<file path="src/logic/fps_pkg.sv">
// Shared constants, enumerations and carrier types of the flash sequencer.
package fps_pkg;

	// Command codes held in the upper byte of command object word 0.
	localparam logic [7:0]  FPS_CMD_PROG  = 8'h06;
	localparam logic [7:0]  FPS_CMD_OTP   = 8'h07;
	localparam logic [7:0]  FPS_CMD_ERALL = 8'h08;
	localparam logic [7:0]  FPS_CMD_ERBLK = 8'h09;

	// Field positions inside command object word 0.
	localparam int          FPS_CODE_MSB  = 15;
	localparam int          FPS_CODE_LSB  = 8;

	// Command word index that each command expects at launch.
	localparam logic [2:0]  FPS_IX_LAST   = 3'h5;
	localparam logic [2:0]  FPS_IX_ERALL  = 3'h0;
	localparam logic [2:0]  FPS_IX_ERBLK  = 3'h1;
	localparam int          FPS_NWORDS    = 6;

	// Block selection values of global address bits 17:16.
	localparam logic [1:0]  FPS_SEL_PF    = 2'h3;
	localparam logic [1:0]  FPS_SEL_EE    = 2'h0;

	// Highest one-time phrase index.
	localparam logic [15:0] FPS_OTP_MAX   = 16'h0007;

	// Read-back value of an erased or unwritten phrase.
	localparam logic [63:0] FPS_ERASED    = 64'hFFFF_FFFF_FFFF_FFFF;

	// Bit positions of the per-command mode permission input.
	localparam int          FPS_MB_PROG   = 0;
	localparam int          FPS_MB_OTP    = 1;
	localparam int          FPS_MB_ERALL  = 2;
	localparam int          FPS_MB_ERBLK  = 3;

	// Bit positions of the error flag clear input.
	localparam int          FPS_CB_ACC    = 0;
	localparam int          FPS_CB_PV     = 1;

	// High-voltage pulse times and their cycle counts at the clock rate.
	localparam int          FPS_CLK_MHZ   = 100;
	localparam int          FPS_PROG_US   = 20;
	localparam int          FPS_ERASE_MS  = 20;
	localparam int          FPS_PROG_CYCLES  = FPS_PROG_US * FPS_CLK_MHZ;
	localparam int          FPS_ERASE_CYCLES =
		FPS_ERASE_MS * 1000 * FPS_CLK_MHZ;
	localparam int          FPS_TW        = 22;

	// Operations offered to the flash array.
	typedef enum logic [3:0] {
		FPS_OP_NONE,
		FPS_OP_READ,
		FPS_OP_PROG,
		FPS_OP_OTP_READ,
		FPS_OP_OTP_PROG,
		FPS_OP_ERASE_BLK,
		FPS_OP_ERASE_ALL,
		FPS_OP_BLANK_BLK,
		FPS_OP_BLANK_ALL
	} fps_op_t;

	// Request to the array; valid is a one-cycle pulse.
	typedef struct packed {
		logic        valid;
		fps_op_t     op;
		logic [17:0] addr;
		logic [63:0] wdata;
	} fps_arr_cmd_t;

	// Answer of the array to a read or blank check.
	typedef struct packed {
		logic        valid;
		logic [63:0] rdata;
		logic        ecc_err;
		logic        ecc_uncorr;
	} fps_arr_rsp_t;

	// Status flags seen by software.
	typedef struct packed {
		logic command_complete_flag;
		logic access_error_flag;
		logic protection_violation_flag;
		logic verify_error_flag;
		logic verify_uncorrectable_flag;
	} fps_status_t;

endpackage

</file>
<file path="src/logic/fps_pulse_timer.sv">
// Down-counter that times one high-voltage program or erase pulse.
`timescale 1ns/1ps
module fps_pulse_timer
	import fps_pkg::*;
(
	input  wire logic              mclk,
	input  wire logic              rst,
	input  wire logic              start,
	input  wire logic [FPS_TW-1:0] load,
	output logic                   busy,
	output logic                   done
);

	logic [FPS_TW-1:0] count;      // Cycles left in the pulse.
	logic [FPS_TW-1:0] next_count; // Next value of the counter.
	logic              next_busy;  // Next value of the busy level.
	logic              next_done;  // Next value of the done pulse.

	// A start reloads the counter; the last count raises done for a cycle.
	always_comb begin
		next_count = count;
		next_busy  = busy;
		next_done  = 1'b0;
		if (start) begin
			next_count = load;
			next_busy  = 1'b1;
		end else if (busy) begin
			if (count <= FPS_TW'(1)) begin
				next_busy = 1'b0;
				next_done = 1'b1;
			end else begin
				next_count = count - FPS_TW'(1);
			end
		end
	end

	// Registers of the timer.
	always_ff @(posedge mclk) begin
		if (rst) begin
			count <= '0;
			busy  <= 1'b0;
			done  <= 1'b0;
		end else begin
			count <= next_count;
			busy  <= next_busy;
			done  <= next_done;
		end
	end

endmodule

</file>
<file path="src/logic/fps_sequencer.sv">
// Program and erase command sequencer of the embedded flash module.
// Overview of operation
// - Code 0x06 in word 0 with block bits.
// - Word 1 phrase address, words 2-5 data.
// - Phrase address bits 2:0 nonzero: access error.
// - Program commands need index 101 at launch.
// - Launch programs, verifies, then sets complete flag.
// - Protected program address sets protection violation.
// - Verify errors set the verify error flag; uncorrectable ones set both verify flags.
// - Command not allowed in mode: access error.
// - Code 0x07, phrase index 0-7, four words.
// - One-time program: blank check, program, verify.
// - One-time index above seven: access error.
// - Already written one-time phrase: access error.
// - All-ones one-time phrase counts as unwritten.
// - Program flash reads invalid during one-time program.
// - Code 0x08 needs index 000 at launch.
// - Erase all, verify, release security if blank.
// - Any protection blocks erase all: protection violation.
// - Code 0x09, address in words 0-1, index 001.
// - Invalid block selection: access error.
// - Misaligned block erase address: access error.
// - Protected block: violation, else erase and verify.
// - Program address outside program flash: access error.
`timescale 1ns/1ps
module fps_sequencer
	import fps_pkg::*;
#(
	parameter int unsigned ERASE_CYCLES = FPS_ERASE_CYCLES
) (
	input  wire logic         mclk,
	input  wire logic         rst,
	input  wire logic         cmd_wr,
	input  wire logic [15:0]  cmd_wdata,
	input  wire logic [2:0]   command_word_index,
	input  wire logic         launch,
	input  wire logic [1:0]   err_clear,
	input  wire logic [3:0]   mode_allowed,
	input  wire logic         prot_pf_en,
	input  wire logic [17:0]  prot_pf_base,
	input  wire logic [17:0]  prot_pf_limit,
	input  wire logic         prot_ee_en,
	input  wire fps_arr_rsp_t arr_rsp,
	output fps_arr_cmd_t      arr_cmd,
	output logic              arr_hv_en,
	output logic              pflash_read_invalid,
	output logic              security_released,
	output fps_status_t       flash_status_register
);

	// Sequencer states.
	typedef enum logic [2:0] {
		FPS_IDLE, FPS_CHECK, FPS_PRE, FPS_HV, FPS_VWAIT, FPS_DONE
	} fps_state_t;

	logic [FPS_NWORDS-1:0][15:0] cmd_word; // Command object words.
	logic              wr_ok;      // Word write accepted this cycle.
	logic              launch_ok;  // Launch accepted this cycle.
	fps_state_t        state;      // Current sequencer state.
	fps_state_t        next_state; // Next sequencer state.
	fps_status_t       st;         // Status flags.
	fps_status_t       next_st;    // Next status flags.
	logic [2:0]        idx;        // Word index sampled at launch.
	logic [2:0]        next_idx;   // Next sampled index.
	fps_arr_cmd_t      next_cmd;   // Next array request.
	logic              next_hv;    // Next high-voltage enable.
	logic              next_sec;   // Next security release level.
	logic              next_tmr;   // Starts the pulse timer this cycle.
	logic [FPS_TW-1:0] next_load;  // Pulse length handed to the timer.
	logic              tmr_done;   // Pulse has ended.
	logic [7:0]        code;       // Command code.
	logic [1:0]        sel;        // Global address bits 17:16.
	logic [17:0]       gaddr;      // Full global address.
	logic [63:0]       pdata;      // Phrase data, word 2 lowest.
	logic [63:0]       expect_d;   // Data expected at verify.
	logic              is_prog;    // Phrase program command.
	logic              is_otp;     // One-time program command.
	logic              is_erall;   // Erase everything command.
	logic              is_erblk;   // Block erase command.
	logic              in_prot;    // Address inside protected range.
	logic              acc_err;    // Launch check found an access error.
	logic              pv_err;     // Launch check found a violation.

	// Words are taken only while idle, so a running command keeps its
	// parameters even if software ignores the no-write period.
	assign wr_ok     = cmd_wr && st.command_complete_flag;
	// Launch is refused while complete is low or the access error or protection violation flag stands.
	assign launch_ok = launch && st.command_complete_flag
		&& !st.access_error_flag && !st.protection_violation_flag;

	// One storage word per index of the command object.
	for (genvar gi = 0; gi < FPS_NWORDS; gi++) begin : g_word
		logic [15:0] next_word; // Next value of this word.
		// The addressed word follows the write data.
		always_comb begin
			next_word = cmd_word[gi];
			if (wr_ok && command_word_index == 3'(gi)) begin
				next_word = cmd_wdata;
			end
		end
		// Word register.
		always_ff @(posedge mclk) begin
			if (rst) begin
				cmd_word[gi] <= 16'h0000;
			end else begin
				cmd_word[gi] <= next_word;
			end
		end
	end

	// Decode of the stored command object.
	assign code     = cmd_word[0][FPS_CODE_MSB:FPS_CODE_LSB];
	assign sel      = cmd_word[0][1:0];
	assign gaddr    = {sel, cmd_word[1]};
	assign pdata    = {cmd_word[5], cmd_word[4], cmd_word[3], cmd_word[2]};
	assign is_prog  = (code == FPS_CMD_PROG);
	assign is_otp   = (code == FPS_CMD_OTP);
	assign is_erall = (code == FPS_CMD_ERALL);
	assign is_erblk = (code == FPS_CMD_ERBLK);
	assign in_prot  = prot_pf_en && gaddr >= prot_pf_base
		&& gaddr <= prot_pf_limit;
	assign expect_d = (is_erall || is_erblk) ? FPS_ERASED : pdata;

	// Launch checks; an unknown code is an access error.
	always_comb begin
		acc_err = 1'b1;
		pv_err  = 1'b0;
		if (is_prog) begin
			acc_err = idx != FPS_IX_LAST
				|| !mode_allowed[FPS_MB_PROG]
				|| sel != FPS_SEL_PF
				|| gaddr[2:0] != 3'h0;
			pv_err  = in_prot;
		end else if (is_otp) begin
			acc_err = idx != FPS_IX_LAST
				|| !mode_allowed[FPS_MB_OTP]
				|| cmd_word[1] > FPS_OTP_MAX;
		end else if (is_erall) begin
			acc_err = idx != FPS_IX_ERALL
				|| !mode_allowed[FPS_MB_ERALL];
			pv_err  = prot_pf_en || prot_ee_en;
		end else if (is_erblk) begin
			acc_err = idx != FPS_IX_ERBLK
				|| !mode_allowed[FPS_MB_ERBLK]
				|| (sel != FPS_SEL_PF && sel != FPS_SEL_EE)
				|| (sel == FPS_SEL_PF && gaddr[2:0] != 3'h0)
				|| (sel == FPS_SEL_EE && gaddr[0]);
			pv_err  = (sel == FPS_SEL_PF) ? prot_pf_en : prot_ee_en;
		end
	end

	// Sequencer: launch, check, optional blank check, pulse, verify.
	always_comb begin
		next_state      = state;
		next_st         = st;
		next_idx        = idx;
		next_cmd        = arr_cmd;
		next_cmd.valid  = 1'b0;
		next_hv         = arr_hv_en;
		next_sec        = security_released;
		next_tmr        = 1'b0;
		next_load       = FPS_TW'(FPS_PROG_CYCLES); // Program pulse.
		// Software clears of the error flags; a set below wins.
		next_st.access_error_flag &= !err_clear[FPS_CB_ACC];
		next_st.protection_violation_flag &= !err_clear[FPS_CB_PV];
		case (state)
			FPS_IDLE: begin
				// Clearing the complete flag starts a command.
				if (launch_ok) begin
					next_st.command_complete_flag     = 1'b0;
					next_st.verify_error_flag         = 1'b0;
					next_st.verify_uncorrectable_flag = 1'b0;
					next_idx   = command_word_index;
					next_state = FPS_CHECK;
				end
			end
			FPS_CHECK: begin
				next_cmd.addr  = gaddr;
				next_cmd.wdata = pdata;
				if (acc_err) begin
					// Rejected: no array action, complete next.
					next_st.access_error_flag = 1'b1;
					next_state = FPS_DONE;
				end else if (pv_err) begin
					next_st.protection_violation_flag = 1'b1;
					next_state = FPS_DONE;
				end else if (is_otp) begin
					// Blank check of the chosen phrase first.
					next_cmd.valid = 1'b1;
					next_cmd.op    = FPS_OP_OTP_READ;
					next_cmd.addr  = 18'(cmd_word[1]);
					next_state     = FPS_PRE;
				end else begin
					next_cmd.valid = 1'b1;
					next_hv        = 1'b1;
					next_tmr       = 1'b1;
					next_state     = FPS_HV;
					if (is_prog) begin
						next_cmd.op = FPS_OP_PROG;
					end else if (is_erall) begin
						next_cmd.op = FPS_OP_ERASE_ALL;
						next_load   = FPS_TW'(ERASE_CYCLES);
					end else begin
						next_cmd.op = FPS_OP_ERASE_BLK;
						next_load   = FPS_TW'(ERASE_CYCLES);
					end
				end
			end
			FPS_PRE: begin
				if (arr_rsp.valid) begin
					if (arr_rsp.rdata != FPS_ERASED) begin
						// Refused if written; all ones counts as unwritten.
						next_st.access_error_flag = 1'b1;
						next_state = FPS_DONE;
					end else begin
						next_cmd.valid = 1'b1;
						next_cmd.op    = FPS_OP_OTP_PROG;
						next_hv        = 1'b1;
						next_tmr       = 1'b1;
						next_state     = FPS_HV;
					end
				end
			end
			FPS_HV: begin
				// At the end of the pulse, read back for verify.
				if (tmr_done) begin
					next_hv        = 1'b0;
					next_cmd.valid = 1'b1;
					next_state     = FPS_VWAIT;
					if (is_prog) begin
						next_cmd.op = FPS_OP_READ;
					end else if (is_otp) begin
						next_cmd.op = FPS_OP_OTP_READ;
					end else if (is_erall) begin
						next_cmd.op = FPS_OP_BLANK_ALL;
					end else begin
						next_cmd.op = FPS_OP_BLANK_BLK;
					end
				end
			end
			FPS_VWAIT: begin
				if (arr_rsp.valid) begin
					next_state = FPS_DONE;
					if (arr_rsp.ecc_err || arr_rsp.ecc_uncorr
						|| arr_rsp.rdata != expect_d) begin
						next_st.verify_error_flag = 1'b1;
					end
					if (arr_rsp.ecc_uncorr) begin
						next_st.verify_uncorrectable_flag = 1'b1;
					end
					// Security opens only on a clean full erase.
					if (is_erall && !next_st.verify_error_flag) begin
						next_sec = 1'b1;
					end
				end
			end
			default: begin
				next_st.command_complete_flag = 1'b1;
				next_state  = FPS_IDLE;
			end
		endcase
	end

	// Sequencer registers.
	always_ff @(posedge mclk) begin
		if (rst) begin
			state             <= FPS_IDLE;
			st                <= '{1'b1, 1'b0, 1'b0, 1'b0, 1'b0};
			idx               <= 3'h0;
			arr_cmd           <= '0; // No request, operation none.
			arr_hv_en         <= 1'b0;
			security_released <= 1'b0;
		end else begin
			state             <= next_state;
			st                <= next_st;
			idx               <= next_idx;
			arr_cmd           <= next_cmd;
			arr_hv_en         <= next_hv;
			security_released <= next_sec;
		end
	end

	assign flash_status_register = st;
	// Program flash reads are invalid while a one-time command runs past its launch check.
	assign pflash_read_invalid = is_otp && state != FPS_IDLE
		&& state != FPS_CHECK;

	// Times the high-voltage pulse.
	fps_pulse_timer u_timer (
		.mclk  (mclk),
		.rst   (rst),
		.start (next_tmr),
		.load  (next_load),
		.busy  (),
		.done  (tmr_done)
	);
endmodule

</file>
<file path="config.mk">
export PLATFORM = sky130hd
export DESIGN_NAME = fps_sequencer
export DESIGN_NICKNAME = d
export VERILOG_FILES = /design/src/logic/fps_pkg.sv /design/src/logic/fps_pulse_timer.sv /design/src/logic/fps_sequencer.sv
export SDC_FILE = /design/constraint.sdc
export NUM_CORES = 1
export LEC_CHECK = 0
export BUFFER_PORTS_ARGS = -buffer_cell sky130_fd_sc_hd__buf_2
export CORE_ASPECT_RATIO = 1.5
export CORE_UTILIZATION = 50
export CTS_CLUSTER_DIAMETER = 150
export DETAILED_ROUTE_END_ITERATION = 8
export PLACE_DENSITY = 0.77
export SYNTH_ARGS = -nofsm -noshare
export SYNTH_HDL_FRONTEND = slang
export SYNTH_SLANG_ARGS = --single-unit
</file>
<file path="constraint.sdc">
create_clock -name mclk -period 2.5 [get_ports mclk]
set_input_delay 0.375 -clock mclk [delete_from_list [all_inputs] [get_ports mclk]]
set_output_delay 0.375 -clock mclk [all_outputs]
set_load 0.01 [all_outputs]
</file>
==> metrics.cfg, run 1 <==
[cts]
cts_root_buf = clkbuf_16
clk_pin_slew_ps = 60
cts_tree = built
clk_latency_ps = 510
htree_levels = 1
cts.path.max_buffers = 3
cts_made_buffers = 23
cts_sinks = 214

[die]
fp.dieArea_um2 = 22000
start_util_pct = 50.9
io_pins = 229
chipHeight_um = 181
core_area_um2 = 21100
placementRows = 65
die_w_um = 122

[global_routing]
grt_first_pass_wirelength_mm = 62.5
antenna_found_initial = 1
grt_overflow_total = 0
track_usage_pct = 37.2
grt_max_degree = 85
grt_pass1_vias = 11725

[routing]
routed.top_layer = met4
num_vias = 12109
met1_length_mm = 15.1
via_per_inst = 5.81
wl_met2_mm = 20.9
drt_wl_total_mm = 42.2
wl_per_cell_um = 20.2
firstDrtPassIters = 7
wl_met3_mm = 2.65
drc = 0
ant_nets = 0
drt_iter0_drc = 1111

[placed_design]
gpl.final_weighted_congestion = 1.05
place_worst_setup_slack_ps = -479
port_buffers = 228
hpwl_mm = 30.7

[sta]
fin_crit_sh_pct = 110
setup_violations = 33
slew-limit-headroom_pct = 46.2
setup_ws_ps = -254
hold_slack_ps = 170
skew_ps = 12.6
worst_slew_pin_slew_ps = 808
finalMaxSlewViolations = 0
hold_viol_final = 0
rsz0062_at_grt = true
post-route-min-period_ps = 2750
fmax_mhz = 363

[yosys]
yosysMostFrequentCell = nand2_1
synth_area_leaders = dfxtp_1 (40%), nand2_1 (13%), a21oi_1 (11%)
avgSynthCellArea_um2 = 7.36
synth_edf_count = 0
syn_inst = 1456
syn-num-nets = 1630
yosys.area.top_type_share_pct = 40.0
syn-cell-area_um2 = 10700
ys_types = 73
yosys.area.top_type = dfxtp_1
yosysSeqAreaShare_pct = 40.0
async_flop_share_pct = 0
ys.warnings.count = 0
ys.flop_type = dfxtp_1
synth-seq-cells = 214
synth.top_cells.by_count = nand2_1 (380), a21oi_1 (235), dfxtp_1 (214)

[critical_path]
slowest_stage = or4_4
cp_data_arrival_time_ps = 3150
start_kind = flip-flop
slowest_delay_ps = 600
crit_path_cell_trace = or4_4 > nor2_4 > buf_8 > a41o_1 > buf_6 > o311ai_4 > a21oi_4 > buf_12 > nor3_4 > a222oi_1 > nor2_1
worstSetupPathType = reg2reg
critPathCaptureType = flip-flop
crit_fanout = 8
crit_buf_inv = 3
crit_family = simple AND/OR/NAND/NOR gates
required_ps = 2890

[cells_and_area]
layout.nets = 1973
area_growth_syn_to_layout_pct = 34.6
drive_gt1_share_pct = 28.8
nFillCells = 1779

[power]
powerDensity_nw_per_um2 = 574
peakVddDrop_uv = 671
total_power_mw = 8.27
p_leak_nw = 6.12

[worst_hold_path]
hp-class = in2reg

[flow_run]
max_cap_viol_count = 0

[run_status]
failed_checks = setup timing
outcome = complete, but fails checks

cell families (layout without fill, tap and decap cells):
kind of cell,Yosys count,in the layout,synth area share [%]
simple gates,650,651,27.1
compound gates,366,367,20.5
flops,214,214,40.0
buf+inv,166,523,6.05
fa+ha+maj,40,40,4.67
xor+xnor,15,15,1.23
mux,5,5,0.467
other cells,0,1,0
timing repair:
| item | 4_1_cts | 5_1_grt |
|---|---|---|
| setup buffers | 13 | 8 |
| cloned | 3 | 1 |
| setup endpoints to repair | 34 | 35 |
| resized for setup | 42 | 48 |
| hold buffers | 0 | 0 |
| pin swaps | 7 | 22 |
path summary, 6_finish.rpt:
check	startpoint	endpoint	slack [ps]	cells after the start
setup / recovery	cmd_word[15]	arr_cmd[83]	-250	11
hold / removal	err_clear[1]	flash_status_register[2]	170	4
setup reg to reg	cmd_word[15]	arr_cmd[83]	-250	11
hold reg to reg	arr_cmd[16]	arr_cmd[16]	450	2
cell type report:
class                   instances  area (µm²)  area share (%)
well taps                     268         335            2.33
multi-input cells            1078        6110            42.4
repair buffers                390        2540            17.6
clock inverters                14         173            1.20
flip-flops and latches        214        4290            29.8
clock buffers                  27         621            4.30
diodes                          1        2.50          0.0174
inverters                      92         345            2.40
metal layers:
layer	vias up	global-route usage, %
met5	-	0
met4	0	28.5
met3	169	4.55
met2	557	64.7
met1	5699	40.3
li1	5684	-
placed cells by master (no fill, tap or decap), types with 14 or more instances in the layout:
| master | instances |
|---|---|
| nor3_1 | 28 |
| nand2_1 | 377 |
| buf_2 | 226 |
| nor2_1 | 83 |
| nand4_1 | 37 |
| ha_1 | 39 |
| buf_6 | 14 |
| clkbuf_16 | 24 |
| inv_1 | 91 |
| dfxtp_1 | 208 |
| nor4_1 | 18 |
| o21ai_0 | 27 |
| nand3_1 | 24 |
| a21oi_1 | 228 |
| buf_4 | 140 |
registers in the layout, summed over array words and instances, names as in the netlist:
register,count
idx,3
state,3
security_released,1
cmd_word,90
arr_cmd,87
u_timer.done,1
flash_status_register,5
u_timer.busy,1
arr_hv_en,1
u_timer.count,22
worst min-delay path, stage by stage:
cell and delay [ps]:
buf_2 80, nor2b_1 40, a21oi_1 110, nor2_1 40
power breakdown:
| group | switching (mW) | internal (mW) | total (mW) | leakage, nW |
|---|---|---|---|---|
| combinational | 0.761 | 0.395 | 1.16 | 4.02 |
| clock | 1.48 | 2.10 | 3.58 | 0.374 |
| sequential | 0.0629 | 3.47 | 3.54 | 1.73 |
| total | 2.30 | 5.97 | 8.27 | 6.12 |
per-stage QoR:
| step | utilization, % | TNS (ps) | instances | instance area (µm²) |
|---|---|---|---|---|
| after floorplan | - | -368 | 1456 | 10700 |
| after global placement | 61.9 | -8750 | 2017 | 13000 |
| after CTS | 67.2 | -3680 | 2074 | 14100 |
| after detailed placement | 61.9 | -9450 | 2017 | 13000 |
| after global routing | 68.4 | -8480 | 2084 | 14400 |
| final | 68.4 | -6170 | 2084 | 14400 |
No activity file was read; power rests on OpenSTA's default activity.
==> run 2: changes to the inputs <==
GPL_TIMING_DRIVEN = 0   (was unset)
==> metrics.cfg, run 2 (synthesis gave the netlist of run 1 again) <==
[run_status]
outcome = complete, but fails checks
failed_checks = DRC, setup timing

[sta]
setup_ws_ps = -433
skew_ps = 12.2
rsz0062_at_grt = true
worst_slew_pin_slew_ps = 1070
hold_viol_final = 0
fin_crit_sh_pct = 117
slew-limit-headroom_pct = 27.7
finalMaxSlewViolations = 0
setup_violations = 35
post-route-min-period_ps = 2930
fmax_mhz = 341

[cts]
htree_levels = 1
cts_tree = built
hold_buffers = 0
cts_made_buffers = 21
cts_sinks = 214
clk_latency_ps = 510
cts_root_buf = clkbuf_16
clk_pin_slew_ps = 70
cts.path.max_buffers = 3

[routing]
via_per_inst = 5.98
drt_wl_total_mm = 43.3
drc = 1
drt_iter0_drc = 923
ant_nets = 0
num_vias = 12102
firstDrtPassIters = 8
wl_per_cell_um = 21.4

[die]
placementRows = 65
core_area_um2 = 21100
io_pins = 229
die_w_um = 122
start_util_pct = 50.9
fp.dieArea_um2 = 22000
chipHeight_um = 181

[cells_and_area]
reg_top3 = cmd_word x90, arr_cmd x87, u_timer.count x22
ff_latch_area_um2 = 4300
largest_reg_flops = 90
nFillCells = 1842
drive_gt1_share_pct = 23.0
multi_input_area_um2 = 6170
largest_register = cmd_word
layout.nets = 1917
final_common_cell = nand2_1
mostFrequentLayoutCells = nand2_1 (379), a21oi_1 (229), buf_2 (228)
area_growth_syn_to_layout_pct = 27.8

[worst_hold_path]
holdPathEnd = cmd_word[34]
hp-class = in2reg
hp-start = cmd_wdata[2]
hold_depth = 3

[placed_design]
place_worst_setup_slack_ps = -955
gpl.final_weighted_congestion = 1.05
hpwl_mm = 32.8
port_buffers = 227

[critical_path]
start_kind = flip-flop
worstSetupPathType = reg2reg
crit_fanout = 6
required_ps = 2900
cp_data_arrival_time_ps = 3340
critPathCaptureType = flip-flop
r2r_start = cmd_word[15]
r2r_end = flash_status_register[1]
timing.reg2reg.worst_path_depth = 9
timing.reg2reg.setup_slack_ps = -430

[global_routing]
antenna_found_initial = 1
grt_pass1_vias = 11644
grt_max_degree = 17
track_usage_pct = 38.6
grt_first_pass_wirelength_mm = 64.1
grt_overflow_total = 0

[power]
peakVddDrop_uv = 598
powerDensity_nw_per_um2 = 580
p_leak_nw = 5.55
total_power_mw = 7.95

[flow_run]
max_cap_viol_count = 0

-- run 2: worst max-delay path by stage --
stage / start / to / slack [ps] / cells past startpoint
after floorplan: cmd_word[12] / u_timer.count[15] / -50 / 10
after global placement: cmd_word[13] / flash_status_register[1] / -960 / 12
after detailed placement: cmd_word[13] / flash_status_register[1] / -960 / 12
after CTS: cmd_word[15] / security_released / -390 / 11
after global routing: cmd_word[15] / u_timer.count[19] / -450 / 13
final: cmd_word[15] / flash_status_register[1] / -430 / 9
-- run 2: metrics by stage --
stage | TNS (ps) | std cells | instance area (µm²) | hold slack (ps) | util, %
floorplan | -368 | 1456 | 10700 | 436 | -
global placement | -15830 | 1951 | 12200 | 441 | 58.0
detailed placement | -16380 | 1951 | 12200 | 445 | 58.0
CTS | -7830 | 2010 | 13400 | 174 | 63.6
global route | -12070 | 2025 | 13700 | 191 | 65.0
finish | -9390 | 2025 | 13700 | 199 | 65.0
-- run 2: power breakdown --
part	switching, mW	total, mW	internal (mW)
combinational	0.780	1.13	0.348
sequential	0.0731	3.55	3.47
clock	1.40	3.27	1.87
total	2.26	7.95	5.69
-- run 2: cell type report --
cell class,count,share of cell area [%]
Inverter,92,2.52
Buffer,73,2.67
Multi-Input combinational cell,1076,45.1
Clock inverter,13,1.14
Tap cell,268,2.45
Timing Repair Buffer,265,10.8
Clock buffer,23,3.89
Sequential cell,214,31.4
Antenna cell,1,0.0183
-- run 2: critical path, stage by stage (launching register included) --
cell	delay (ps)
dfxtp_2	320
or4_4	590
nor2_4	220
buf_8	140
buf_4	180
a22oi_1	100
a211o_1	370
nor4_4	360
nand4_1	280
and3b_1	260
-- run 2: layer usage --
metal | wire, µm | GRT usage, %
met5 | 0 | 0
met4 | 3640 | 28.0
met3 | 3170 | 5.84
met2 | 21300 | 67.5
met1 | 15200 | 41.4
-- run 2: repair_timing --
| item | in CTS | in global routing |
|---|---|---|
| gates resized for setup | 78 | 38 |
| buffers inserted | 23 | 14 |
| setup endpoints to repair | 48 | 38 |
| cloned | 1 | 1 |
| pin swaps | 33 | 17 |
==> run 3: changes to the inputs <==
PLACE_DENSITY = 0.75   (was 0.77)
SETUP_SLACK_MARGIN = 0.05   (was unset)
==> metrics.cfg, run 3 (synthesis gave the netlist of run 1 again) <==
[run_status]
outcome = complete, but fails checks
failed_checks = setup timing

[routing]
wl_per_cell_um = 21.1
drt_wl_total_mm = 43.1
via_per_inst = 5.83
drt_iter0_drc = 874
num_vias = 11902
firstDrtPassIters = 7
drc = 0
ant_nets = 0

[sta]
fin_crit_sh_pct = 113
worst_slew_pin_slew_ps = 880
fmax_mhz = 355
skew_ps = 17.8
rsz0062_at_grt = true
setup_ws_ps = -313
hold_viol_final = 0
slew-limit-headroom_pct = 41.3
finalMaxSlewViolations = 0
post-route-min-period_ps = 2810
setup_violations = 34

[critical_path]
slowest_delay_ps = 500
worstSetupPathType = reg2reg
crit_buf_inv = 0
timing.reg2reg.worst_path_depth = 8
cp_data_arrival_time_ps = 3190
crit_fanout = 5
crit_family = simple AND/OR/NAND/NOR gates
critPathCaptureType = flip-flop
required_ps = 2880
r2r_start = cmd_word[19]
start_kind = flip-flop
timing.reg2reg.setup_slack_ps = -310
crit_path_cell_trace = or4_1 > or4_4 > nor3_4 > o311ai_4 > a21oi_4 > nor3_4 > a222oi_1 > nor2_1
cp_common_cell = nor3_4
slowest_stage = or4_1
r2r_end = arr_cmd[83]

[cells_and_area]
final_common_cell = nand2_1
final_cell_area_um2 = 14100
area_growth_syn_to_layout_pct = 31.3
largest_register = cmd_word
final_cells = 2040
antennaDiodeCount = 0
layout.nets = 1930
largest_reg_flops = 90
ff_latch_area_um2 = 4320
multi_input_area_um2 = 6290
nFillCells = 1794
mostFrequentLayoutCells = nand2_1 (375), a21oi_1 (230), buf_2 (227)
reg_top3 = cmd_word x90, arr_cmd x87, u_timer.count x22
drive_gt1_share_pct = 24.5

[cts]
cts_made_buffers = 22
clk_pin_slew_ps = 60
clk_latency_ps = 510
cts_sinks = 214
cts_tree = built
htree_levels = 1
cts.path.max_buffers = 3
cts_root_buf = clkbuf_16

[power]
sequentialPowerShare_pct = 43.1
swShare_pct = 27.6
peakVddDrop_uv = 485
p_sw_mw = 2.27
p_comb_share_pct = 14.2
clkPwrFrac_pct = 42.8
powerDensity_nw_per_um2 = 585
p_leak_nw = 5.70
p_int_mw = 5.95

[placed_design]
hpwl_mm = 32.5
gpl.final_weighted_congestion = 1.02
port_buffers = 227
dp_cells = 1951
placed_area_um2 = 12300

[flow_run]
max_cap_viol_count = 0

[global_routing]
grt_overflow_total = 0
grt_first_pass_wirelength_mm = 63.2
grt_pass1_vias = 11414
antenna_found_initial = 0
track_usage_pct = 38.0
grt_max_degree = 15

[die]
io_pins = 229
core_area_um2 = 21100
placementRows = 65
start_util_pct = 50.9
fp.dieArea_um2 = 22000
die_w_um = 122
chipHeight_um = 181

[worst_hold_path]
hp-start = err_clear[1]
hp-class = in2reg
hold_depth = 4
holdPathEnd = flash_status_register[2]

[run 3: cell types whose count changed in the layout (fill, tap and decap cells not counted), sizes merged]
cell / delta
diode: -1
clkinv: -3
buf: +10
inv: -2
clkinvlp: -2
clkbuf: +11
a21oi: +1
bufbuf: +2
bufinv: -1
[run 3: final cells by class]
| cell class | instances | area share (%) |
|---|---|---|
| clock buffer | 35 | 4.91 |
| tap | 268 | 2.38 |
| inverter | 92 | 2.46 |
| sequential | 214 | 30.7 |
| buffer | 73 | 2.70 |
| timing repair buffer | 276 | 11.5 |
| clock inverter | 5 | 0.587 |
| multi-input combinational | 1077 | 44.7 |
[run 3: worst register-to-register path: stages, from the launching register on]
cell	delay, ps
dfxtp_4	380
or4_1	500
or4_4	450
nor3_4	290
o311ai_4	200
a21oi_4	300
nor3_4	100
a222oi_1	400
nor2_1	70
[run 3: power by group through the flow]
stage	combinational [mW]	clock, mW	sequential (mW)
4_1_cts	1.08	3.52	3.54
6_report	1.16	3.52	3.54
3_5_place_dp	1.02	0	3.62
5_1_grt	1.25	3.66	3.55
2_1_floorplan	0.558	0	3.60
3_3_place_gp	1.01	0	3.62
[run 3: how the worst max path moves through the flow]
| stage | end | start | cells past startpoint | slack (ps) |
|---|---|---|---|---|
| detailed placement | flash_status_register[1] | cmd_word[12] | 11 | -720 |
| finish | arr_cmd[83] | cmd_word[19] | 8 | -310 |
| global route | arr_cmd[83] | cmd_word[14] | 11 | -400 |
| global placement | flash_status_register[1] | cmd_word[12] | 11 | -700 |
| floorplan | arr_cmd[83] | cmd_word[31] | 8 | -40 |
| CTS | flash_status_register[1] | cmd_word[14] | 12 | -260 |
[run 3: timing repair]
action / in CTS / in global routing
pin swaps: 32 / 14
setup endpoints to repair: 48 / 46
setup buffers: 38 / 7
hold buffers: 0 / 0
gates resized for setup: 98 / 46
gates cloned: 4 / 1
[run 3: per-stage QoR]
stage,TNS (ps),utilization (%),power [mW],hold slack (ps),setup WS [ps]
2_1_floorplan,-200,-,4.16,436,-41.6
3_3_place_gp,-14030,58.2,4.63,441,-703
3_5_place_dp,-13730,58.2,4.64,445,-721
4_1_cts,-3960,65.4,8.15,167,-261
5_1_grt,-8710,66.8,8.45,174,-401
6_report,-6460,66.8,8.22,179,-313
[run 3: metal layers]
layer  wire [µm]  GRT usage, %  vias up
li1            -             -     5618
met5           0             0        -
met4        3440          27.4        0
met1       15700          40.9     5531
met3        2550          5.33      181
met2       21400          66.9      572
